$ cat src/include/clkctl_map.svh
// Purpose: field positions, reset values and rates for clock control
// Assumes: 100 MHz system clock, 24 MHz crystal, PLL multiply of 20
// Notes:   rates in MHz; divider halves are counted in PLL periods
`ifndef CLKCTL_MAP_SVH
`define CLKCTL_MAP_SVH

// ****************************************************************
// rates
// ****************************************************************
`define CC_CLK_MHZ 100
`define CC_OSC_MHZ 24
`define CC_PLL_MUL 20
`define CC_PLL_MHZ (`CC_OSC_MHZ * `CC_PLL_MUL)
`define CC_CORE_MHZ_12 12
`define CC_CORE_MHZ_24 24
`define CC_CORE_MHZ_48 48
`define CC_HALF_12 (`CC_PLL_MHZ / (2 * `CC_CORE_MHZ_12))
`define CC_HALF_24 (`CC_PLL_MHZ / (2 * `CC_CORE_MHZ_24))
`define CC_HALF_48 (`CC_PLL_MHZ / (2 * `CC_CORE_MHZ_48))
`define CC_ACC_DEN 10
`define CC_ACC_STEP (`CC_PLL_MHZ * `CC_ACC_DEN / `CC_CLK_MHZ)
`define CC_INSN_CLKS 4

// ****************************************************************
// cpu_control_reg fields
// ****************************************************************
`define CC_SEL_LSB 3
`define CC_SEL_MSB 4
`define CC_INV_BIT 2
`define CC_OE_BIT 1
`define CC_SEL_12 2'h0
`define CC_SEL_24 2'h1
`define CC_SEL_48 2'h2
`define CC_SEL_RSV 2'h3
`define CC_CTRL_RESET 8'h02

`endif

$ cat src/include/clkctl_pkg.sv
// Purpose: types shared by the clock control modules
// Assumes: clkctl_map.svh holds every number
// Notes:   one packed state struct per module
package clkctl_pkg;

    typedef enum logic {CK_LOW, CK_HIGH} core_lvl_e;

    typedef struct packed {
        logic [3:0] frac;
        logic [2:0] edges;
    } pll_s;

    typedef struct packed {
        logic [7:0] ctrl;
        logic [1:0] act_sel;
        logic [5:0] cnt;
        core_lvl_e lvl;
        logic [1:0] icnt;
        logic core;
        logic insn;
        logic pin_o;
        logic pin_oe;
    } cc_s;

endpackage

$ cat src/cpu_clock_ctrl.sv
// Purpose: CPU core clock divider and clock output pin control
// Assumes: control writes come from logic on CLK
// Notes:   core clock is modelled as a level refreshed on CLK
// Notes on behaviour
// - a PLL multiplies the 24 MHz oscillator to 480 MHz for USB
// - core clock comes from divider counters on the PLL, not the oscillator
// - core clock runs at exactly 48, 24 or 12 MHz
// - after reset the core clock runs at 12 MHz
// - writing cpu_control_reg changes the core clock rate without reset
// - clock output pin carries the core clock at 50% duty
// - control bits tri-state the clock pin and invert its polarity
// - one instruction cycle spans four core clock periods
`timescale 1ns/10ps
`include "clkctl_map.svh"

module cpu_clock_ctrl
    import clkctl_pkg::*;
(
    // clock, reset, enable
    input wire logic CLK,
    input wire logic RST_N,
    input wire logic CE,
    // cpu_control_reg write port
    input wire logic CPU_CTRL_WE,
    input wire logic [7:0] CPU_CTRL_WDATA,
    output logic [7:0] CPU_CTRL_RDATA,
    // core clock
    output logic CORE_CLK,
    output logic INSN_STROBE,
    // core_clock_output_pin
    output logic CORE_CLK_PIN_O,
    output logic CORE_CLK_PIN_OE
);

    // ****************************************************************
    // state
    // ****************************************************************
    cc_s r, nxt;
    logic [2:0] edges;
    logic [6:0] sum;
    logic tog;
    // reset image of cpu_control_reg, only its OE bit read in the reset branch
    localparam logic [7:0] ctrl_rst = `CC_CTRL_RESET;

    function automatic logic [5:0] half_of(input logic [1:0] sel);
        case (sel)
            `CC_SEL_48: half_of = 6'(`CC_HALF_48);
            `CC_SEL_24: half_of = 6'(`CC_HALF_24);
            default: half_of = 6'(`CC_HALF_12);
        endcase
    endfunction

    pll_edges u_pll (
        .clk(CLK),
        .rst_n(RST_N),
        .ce(CE),
        .edges(edges)
    );

    // ****************************************************************
    // divider and pin
    // ****************************************************************
    always_comb begin
        nxt = r;
        nxt.insn = 1'b0;
        if (CPU_CTRL_WE) begin
            nxt.ctrl = CPU_CTRL_WDATA;
            if (CPU_CTRL_WDATA[`CC_SEL_MSB:`CC_SEL_LSB] == `CC_SEL_RSV) begin
                // reserved rate code keeps the old rate
                nxt.ctrl[`CC_SEL_MSB:`CC_SEL_LSB] =
                    r.ctrl[`CC_SEL_MSB:`CC_SEL_LSB];
            end
        end
        sum = 7'(r.cnt) + 7'(edges);
        tog = 1'b0;
        if (sum >= 7'(half_of(r.act_sel))) begin
            sum = sum - 7'(half_of(r.act_sel));
            tog = 1'b1;
        end
        nxt.cnt = 6'(sum);
        if (tog) begin
            case (r.lvl)
                CK_LOW: begin
                    nxt.lvl = CK_HIGH;
                    nxt.icnt = r.icnt + 2'h1;
                    nxt.insn = (r.icnt == 2'(`CC_INSN_CLKS - 1));
                end
                CK_HIGH: begin
                    nxt.lvl = CK_LOW;
                    // rate changes only at a period end, so no runt pulse
                    nxt.act_sel = nxt.ctrl[`CC_SEL_MSB:`CC_SEL_LSB];
                    if (nxt.act_sel != r.act_sel) begin
                        // old remainder would burst fast toggles
                        nxt.cnt = '0;
                    end
                end
                default: nxt.lvl = CK_LOW;
            endcase
        end
        nxt.core = (nxt.lvl == CK_HIGH);
        nxt.pin_o = nxt.core ^ nxt.ctrl[`CC_INV_BIT];
        nxt.pin_oe = nxt.ctrl[`CC_OE_BIT];
    end

    always_ff @(posedge CLK or negedge RST_N) begin
        if (!RST_N) begin
            r <= '0;
            r.ctrl <= `CC_CTRL_RESET;
            r.act_sel <= `CC_SEL_12;
            r.lvl <= CK_LOW;
            r.pin_oe <= ctrl_rst[`CC_OE_BIT];
        end else if (CE) begin
            r <= nxt;
        end
    end

    assign CPU_CTRL_RDATA = r.ctrl;
    assign CORE_CLK = r.core;
    assign INSN_STROBE = r.insn;
    assign CORE_CLK_PIN_O = r.pin_o;
    assign CORE_CLK_PIN_OE = r.pin_oe;

    // ****************************************************************
    // checks
    // ****************************************************************
    logic wrote_r;
    logic [2:0] stab_r;
    logic [2:0] rises_r;

    always_ff @(posedge CLK or negedge RST_N) begin
        if (!RST_N) begin
            wrote_r <= 1'b0;
            // first cycle after reset sees no pll periods, so not counted
            stab_r <= 3'h7;
            rises_r <= 3'h0;
        end else if (CE) begin
            wrote_r <= wrote_r | CPU_CTRL_WE;
            stab_r <= (nxt.core != r.core) ? 3'h0 : stab_r + 3'h1;
            if (nxt.insn) begin
                rises_r <= 3'h0;
            end else if (nxt.core && !r.core) begin
                rises_r <= rises_r + 3'h1;
            end
        end
    end
endmodule

$ cat src/pll_edges.sv
// Purpose: counts PLL output periods elapsed in each system clock
// Assumes: PLL rate is 4.8 times the system clock
// Notes:   fractional remainder carried in tenths
`timescale 1ns/10ps
`include "clkctl_map.svh"

module pll_edges
    import clkctl_pkg::*;
(
    // clock and reset
    input wire logic clk,
    input wire logic rst_n,
    input wire logic ce,
    // pll periods this cycle
    output logic [2:0] edges
);

    pll_s r, nxt;
    // remainder plus step reaches 57, so six bits are needed
    logic [5:0] total;

    always_comb begin
        nxt = r;
        total = 6'(r.frac) + 6'(`CC_ACC_STEP);
        nxt.edges = 3'(total / 6'(`CC_ACC_DEN));
        nxt.frac = 4'(total % 6'(`CC_ACC_DEN));
    end

    always_ff @(posedge clk or negedge rst_n) begin
        if (!rst_n) begin
            r <= '0;
        end else if (ce) begin
            r <= nxt;
        end
    end

    assign edges = r.edges;
endmodule

$ cat config.mk
export PLATFORM = sky130hd
export DESIGN_NAME = cpu_clock_ctrl
export DESIGN_NICKNAME = d
export VERILOG_FILES = /design/src/include/clkctl_pkg.sv /design/src/cpu_clock_ctrl.sv /design/src/pll_edges.sv
export VERILOG_INCLUDE_DIRS = /design/src /design/src/include
export SDC_FILE = /design/constraint.sdc
export NUM_CORES = 1
export LEC_CHECK = 0
export BUFFER_PORTS_ARGS = -buffer_cell sky130_fd_sc_hd__buf_2
export CORE_ASPECT_RATIO = 1.2
export CORE_MARGIN = 2
export CORE_UTILIZATION = 57
export DETAILED_ROUTE_END_ITERATION = 10
export GPL_ROUTABILITY_DRIVEN = 0
export PLACE_DENSITY = 0.79
export SLEW_MARGIN = 40
export SYNTH_ARGS = -nofsm -noshare
export SYNTH_HDL_FRONTEND = slang
export SYNTH_SLANG_ARGS = --single-unit
export TNS_END_PERCENT = 1
$ cat constraint.sdc
create_clock -name CLK -period 3.32 [get_ports CLK]
set_input_delay 0 -clock CLK [delete_from_list [all_inputs] [get_ports CLK]]
set_output_delay 0 -clock CLK [all_outputs]
set_load 0.05 [all_outputs]
Word level (Yosys, flattened, before mapping)
Index checks and enable logic that the tools add are counted.

storage, ports and cells
  memories = 0
  ROM bits = 0
  RAM bits = 0
  word-level logic and storage cells = 41
  register bits = 29
  bits in latches = 0

operators by class
  bitwise logic cells = 2
  add/sub/neg operators = 4
  equality and inequality tests = 5
  mux-type cells = 13
  shift operators = 0
  reductions and logical operators = 3
  divide/modulo/power cells = 2
  multiply operators = 0
  order comparisons = 1

operator list
  cell                                                                     number
  6-bit two-way mux                                                        4
  5-bit case mux with 2 select lines                                       1
  9-bit two-way mux                                                        1
  6-bit by 3-bit adder with 7-bit output                                   1
  7-bit by 5-bit greater-or-equal comparator with 1-bit output             1
  5-bit by 5-bit adder with 6-bit output (second input constant)           1
  6-bit by 4-bit divider with 6-bit output (second input constant)         1
  2-bit == test (second input constant)                                    3
  6-bit by 4-bit remainder unit with 6-bit output (second input constant)  1
  3-bit AND reduction                                                      2
  6-bit subtractor                                                         1
  5-bit two-way mux                                                        1
  2-bit two-way mux                                                        2
  1-bit two-way mux                                                        3
  2-bit by 1-bit adder with 2-bit output (second input constant)           1
  2-bit by 1-bit == test with 1-bit output (second input constant)         1
  2-bit inequality test                                                    1
  1-bit case mux with 2 select lines                                       1
  2-bit AND reduction                                                      1
  1-bit inverter                                                           1
  1-bit XOR                                                                1

Logic depth before layout (Yosys ltp)
Gate-level depths: netlist of run 1.

  depth in word-level cells = 10
  depth in mapped cells = 14
  gate-level depth less buffers = 13

Modules after synthesis
Synthesis of run 1 repeated with hierarchy kept, for this count alone.

second synthesis, totals
  cells, all modules = 180
  area total of the unflattened synthesis = 1825.5 µm²

by module, submodules not included
  module          area an instance (µm²)  times used  cells each
  cpu_clock_ctrl  1466.4                  1           144
  pll_edges       359.1                   1           36

Worst setup path before layout of run 1
No wires, ideal clock.

  path kind = register to register
  start = reg r[7] in the netlist's numbering
  end = reg r[5] in the netlist's numbering
  library setup time = 0.125 ns
  arrival time = 2.853 ns
  stages on the path, launching flop included = 15
  setup slack = 0.342 ns
  required time = 3.195 ns
  cell sequence = dfrtp_1 > ha_1 > inv_1 > fa_1 > inv_1 > a21o_2 > nand2_1 > xnor2_1 > ha_1 > and2_2 > a221oi_1 > and2_1 > buf_6 > or3_4 > mux2_4

on the way
  word-level cells in the longest chain between the ends = 4

RTL lines
  what                                                          line                   RTL
  start: declaration                                            cpu_clock_ctrl.sv:38   cc_s r, nxt;
  start signal: assignment                                      cpu_clock_ctrl.sv:113  r <= nxt;
  6-bit by 3-bit adder with 7-bit output                        cpu_clock_ctrl.sv:74   sum = 7'(r.cnt) + 7'(edges);
  7-bit by 5-bit greater-or-equal comparator with 1-bit output  cpu_clock_ctrl.sv:76   if (sum >= 7'(half_of(r.act_sel))) begin
  1-bit two-way mux                                             cpu_clock_ctrl.sv:76
  3-bit AND reduction (no source line)                          -

Every way passes these cells.
A chain may end at the register's enable or synchronous reset.

Worst setup path after layout of run 1
  start = reg r[7] in the netlist's numbering
  end = reg r[13] in the netlist's numbering

The elaborated chain is that of the path after synthesis.

==> results of run 1 <==
[placed cells by master, fill, tap and decap left out, types with 4 or more instances in the layout]
cell type	instances
a21oi_1	11
buf_4	4
buf_2	23
nand3_1	4
o21ai_0	7
nor2_1	9
nand2_1	16
dlygate4sd3_1	7
mux2_2	9
ha_1	12
dfrtp_1	26
xnor2_1	10
inv_1	15
[through the flow]
step,util (%),instance area [um^2],hold slack [ns]
floorplan,-,1730,-0.296
global placement,63.3,1800,0.0355
finish,67.8,1920,0.142
detailed placement,63.3,1800,0.0370
global route,67.8,1920,0.165
CTS,66.8,1890,0.126
[flip-flops by register name (all words and copies together), names as in the netlist]
name            count
r                  10
CPU_CTRL_RDATA      8
u_pll.edges         3
u_pll.r             3
CORE_CLK            1
CORE_CLK_PIN_O      1
INSN_STROBE         1
[worst reg2reg max path, delay by kind of cell, from the launching register on]
| kind | cells | cell delay, ns |
|---|---|---|
| and+or+nand+nor | 4 | 0.69 |
| DFF | 1 | 0.38 |
| AOI/OAI and AO/OA | 2 | 0.41 |
| muxes | 1 | 0.31 |
| buffers and inverters | 2 | 0.13 |
| adders and majority gates | 3 | 0.89 |
| xor gates and xnor gates | 1 | 0.19 |
[metal layers]
metal | share of wire, % | up-vias
met5 | 0 | -
met4 | 1.2 | 0
met3 | 3.1 | 6
met2 | 52 | 23
met1 | 44 | 621
li1 | - | 632
[repair_timing]
action,CTS,global route
hold endpoints to repair,32,0
setup buffers,0,3
gates resized for setup,0,1
endpoints found under the setup margin,0,3
hold buffers,7,0
[area by class of cell]
cell class,count,area (um^2)
Inverter,15,56.3
Fill cell,233,915
Multi-Input combinational cell,119,905
Sequential cell,27,677
Tap cell,34,42.5
Clock buffer,3,22.5
Timing Repair Buffer,34,215
Clock inverter,1,5.00
[worst max path at each step]
stage | start | end | depth (start not counted)
detailed placement | r[7]$_DFFE_PN0P_ | r[13]$_DFFE_PN0P_ | 13
global route | r[7]$_DFFE_PN0P_ | r[14]$_DFFE_PN0P_ | 13
finish | r[7]$_DFFE_PN0P_ | r[13]$_DFFE_PN0P_ | 13
floorplan | r[7]$_DFFE_PN0P_ | r[5]$_DFFE_PN0P_ | 14
global placement | r[7]$_DFFE_PN0P_ | r[13]$_DFFE_PN0P_ | 13
CTS | r[7]$_DFFE_PN0P_ | r[13]$_DFFE_PN0P_ | 13
[kinds of logic (layout without fill, tap and decap cells)]
family          count (synthesis)  count (layout)  synth area share, %
simple gates                   43              43                 12.5
compound gates                 36              36                 13.3
buf+inv                        28              53                 8.70
flops                          27              27                 39.2
fa+ha+maj                      14              14                 11.0
xor+xnor                       13              13                 6.60
mux                            13              13                 8.63
==> results.md, run 1 <==
- Final hold vios: 0
- Diode count: 0
- Initial DRC count: 32
- Initial Util: slightly above 60%
- Worst path required time: around 3.5 ns
- First-pass GRT wire length: ~5500 um
- Nets: roughly 230
- Vias: ~1300
- Vias in the first global route: 1290
- Ys flop type: dfrtp_1
- Crit. End Element: flip-flop
- Mapped Area: approximately 0.0017 mm^2
- Core area: 0.00284 mm^2
- DRC Markers: 0
- Worst-Skew Late Latency: 0.32 ns
- Pins over their slew limit: 0
- Max-cap violations: 0
- Fmax: around 0.33 GHz
- Critical path buffers and inverters: 2
- Status: completed
- Startpoint types: flip-flop
- TritonCTS Buffers: 3
- Hold WC Path Type: in -> reg
- Final wirelength: about 3400 um
- Crit path max-delay family: adder cells
- Syn. warnings: 0
- Top post-synthesis cells by area: dfrtp_1 38%, ha_1 8.7%, mux2_2 5.9%, xnor2_1 5.1%, buf_4 3.5%
- Worst hold stages: 3
- Crit path largest cell delay: about 0.4 ns
- Worst-path clk slew: roughly 0.14 ns
- GRT Overall Usage: approximately a fifth
- Synth top cells by count: 26 x dfrtp_1, 16 x nand2_1, 15 x inv_1
- Largest net degree at the start of global routing: 28
- Top Usage Layer GRT: met2
- Syn_nets: 200
- Hold Path Origin: CE
- Routing usage on met3: 2.80%
- CTS sink cnt: 27
- I/O pin count: 24
- Share of layout cells above drive strength 1: 25.6%
- Slowest CP cell: fa_1
- Per-cell routed wire length: 14.5 um
- Root buffer cell: clkbuf_4
- Met2 Track Usage GR: around 36%
- Rows: 21
- RSZ-0062 raised after global routing: false
- Worst clock skew: roughly 0.011 ns
- Fin cells: around 230
- Post-Place Cells: 219
- Antenna Nets Post-Route: 0
- Die H: around 64 um
- Post-Syn Area per Cell: approximately 9.9 um^2
- Fraction of registers with async set/reset: 100%
- H-tree level count: 1
- GRT overflow: 0
- CTS tree: done
- Router iterations before antenna repair: 4
- Via-per-instance ratio: around 5.5
- Yosys reg bits: 27
- Tcrit/Tclk final: between 90% and 100%
- CP arrival: between 3 and 4 ns
- Syn Inst Count: roughly 170
- CP cell instances: ha_1, inv_1, fa_1, inv_1, a21o_2, nand2_1, xnor2_1, ha_1, and2_2, a221oi_2, nand2_2, and3_4, mux2_1
- R2R Path Start: r[7]$_DFFE_PN0P_
- Setup WS pre-CTS: around 0.17 ns
- Slew @ Worst Pin: about 0.58 ns
- Post-DP HPWL: about 2600 um
- Longest Clk Path Bufs: 2
- Final setup margin: 0.257 ns
- TNS Setup: 0 ns
- Crit Path Category: reg -> reg
- I/O Buffers: 23
- Final setup fails: 0
- R2r worst-path depth: 13
- Post-synth top area cell: dfrtp_1
- Worst R2R End: r[13]$_DFFE_PN0P_
- Count leader, synth: dfrtp_1
- Seq/Total Area, Yosys: between 30% and 40%
- Max-Slew Margin vs Limit: between 60% and 70%
- Die ar.: 0.00349 mm^2
- R2r setup slk: approximately 0.26 ns
- Hold EP: CPU_CTRL_RDATA[4]$_DFFE_PN0P_
- Synthesis-to-finish area growth: 11.5%
- Crit path max fanout: 7
- Chip width: about 54 um
- Min Tclk post-route: 3.06 ns
- Post-synth EDFFs: 0
- Initial antenna violation count: 0
- GR Layer Usage met1: 26.2%
- Synth top area share: a little under two fifths
- Unique masters post-synth: 41
Power of run 1 is left out: the tool's default activity adds up to more than one toggle a clock period on the data nets, which glitch-free logic cannot reach.
==> run 2: changes to the inputs <==
- MAX_ROUTING_LAYER: unset -> met4
- REMOVE_ABC_BUFFERS: unset -> 1
==> run 2 against run 1 <==
Against the previous run: clock skew shrank 0.0035 ns; first-iteration DRC count grew 9.4%; final cell count is the same; global-route usage grew 2.7 points; clock-buffer cell count is the same; sequential share of layout area is the same; final area is the same; register-to-register slack is essentially flat; highest routed layer unchanged.
==> results.md, run 2 (same netlist as run 1, synthesis figures left out) <==
- Chip width: 54.2 um (unchanged)
- Fmax: 0.325 GHz (-0.37%)
- GRT overflow: 0 (unchanged)
- Final wirelength: 3520 um (+4.1%)
- Final setup fails: 0 (unchanged)
- Longest Clk Path Bufs: 2 (unchanged)
- Initial DRC count: 35 (+9.4%)
- Synthesis-to-finish area growth: 11.5% (unchanged)
- Antenna Nets Post-Route: 0 (unchanged)
- Slew @ Worst Pin: 0.606 ns (+0.0262 ns)
- Rows: 21 (unchanged)
- Final setup margin: 0.245 ns (-0.0115 ns)
- Nets: 226 (unchanged)
- H-tree level count: 1 (unchanged)
- GRT Overall Usage: 23.5% (+2.7 points)
- Placed instance area: 0.00180 mm^2 (unchanged)
- CP arrival: 3.31 ns (+0.03 ns)
- Worst-Skew Late Latency: 0.34 ns (+0.02 ns)
- Die ar.: 0.00349 mm^2 (unchanged)
- Pins over their slew limit: 0 (unchanged)
- Most common cell after layout, fill and taps aside: dfrtp_1
- First-pass GRT wire length: 5950 um (+8.8%)
- Via-per-instance ratio: 5.61 (+2.0%)
- Root buffer cell: clkbuf_4
- Crit. End Element: flip-flop
- Vias in the first global route: 1406 (+9.0%)
- TNS Setup: 0 ns (unchanged)
- Worst clock skew: 0.00729 ns (-0.00349 ns)
- Vias: 1308 (+2.0%)
- Final hold vios: 0 (unchanged)
- CTS tree: done
- Cell area after layout: 0.00192 mm^2 (unchanged)
- Largest Register: r
- TritonCTS Buffers: 3 (unchanged)
- Share of layout cells above drive strength 1: 25.6% (unchanged)
- Setup WS pre-CTS: 0.0986 ns (-0.0713 ns)
- R2r worst-path depth: 13 (unchanged)
- Worst path required time: 3.55 ns (about the same)
- Hold WC Path Type: in -> reg
- Max-Slew Margin vs Limit: 59.6% (-1.7 points)
- Max reg flops: 10 (unchanged)
- Initial antenna violation count: 0 (unchanged)
- RSZ-0062 raised after global routing: false
- DRC Markers: 0 (unchanged)
- Per-cell routed wire length: 15.1 um (+4.1%)
- Post-DP HPWL: 2590 um (+1.6%)
- Die H: 64.3 um (unchanged)
- CTS sink cnt: 27 (unchanged)
- Router iterations before antenna repair: 4 (unchanged)
- Worst-path clk slew: 0.15 ns (about the same)
- Status: completed
- Core area: 0.00284 mm^2 (unchanged)
- Crit path max fanout: 5 (-2)
- Tcrit/Tclk final: 92.6% (+0.35 points)
- WHS: 0.122 ns (-0.0191 ns)
- Initial Util: 60.8% (unchanged)
- Crit Path Category: reg -> reg
- Largest net degree at the start of global routing: 28 (unchanged)
- Most frequent cells in the layout: 26 x dfrtp_1, 23 x buf_2, 16 x nand2_1
- Max-cap violations: 0 (unchanged)
- Startpoint types: flip-flop
- I/O pin count: 24 (unchanged)
- Worst hold stages: 3 (unchanged)
- I/O Buffers: 23 (unchanged)
- Min Tclk post-route: 3.07 ns (+0.0115 ns)
- Diode count: 0 (unchanged)
run 2: cell counts in the layout (fill, tap and decap cells not counted):
No cell type changed its count.
run 2: area by class of cell:
| type | instances | area, um^2 |
|---|---|---|
| multi-input cells | 119 | 905 |
| well taps | 34 | 42.5 |
| repair buffers | 34 | 215 |
| clock inverters | 1 | 5.00 |
| fillers | 215 | 915 |
| inverters | 15 | 56.3 |
| clock buffers | 3 | 22.5 |
| flip-flops and latches | 27 | 677 |
run 2: repair_timing:
item	4_1_cts	5_1_grt
endpoints found under the setup margin	0	4
buffers inserted	0	3
endpoints found under the hold margin	32	0
hold buffers	7	0
resized for setup	0	1
run 2: layer usage:
metal  GRT usage, %  wire length [um]
met1           25.9              1440
met2           41.1              1920
met3           3.27                98
met4           9.06                65
met5              -                 0
run 2: final timing paths:
check                                           start                             to  slack (ns)
min                                                CE  CPU_CTRL_RDATA[4]$_DFFE_PN0P_        0.12
min in group asynchronous                       RST_N              r[10]$_DFFE_PN0P_        0.18
min reg2reg                u_pll.edges[2]$_DFFE_PN0P_     u_pll.edges[2]$_DFFE_PN0P_        0.50
max reg2reg                          r[7]$_DFFE_PN0P_              r[14]$_DFFE_PN0P_        0.25
max                                  r[7]$_DFFE_PN0P_              r[14]$_DFFE_PN0P_        0.25
max in group asynchronous                       RST_N              r[12]$_DFFE_PN0P_        2.75
run 2: critical path, cell delays in order (launching register included):
cell and delay (ns):
dfrtp_1 0.38, ha_1 0.19, inv_1 0.06, fa_1 0.40, inv_1 0.07, a21o_2 0.13, nand2_1 0.06, xnor2_1 0.20
ha_1 0.31, and2_2 0.22, a221oi_2 0.27, nand2_2 0.14, and3_4 0.22, mux2_1 0.31
run 2: per-stage QoR:
stage | util (%) | std cells
floorplan | - | 161
global placement | 63.3 | 219
detailed placement | 63.3 | 219
CTS | 66.8 | 230
global route | 67.8 | 233
finish | 67.8 | 233
Power of run 2 is left out for the same reason.
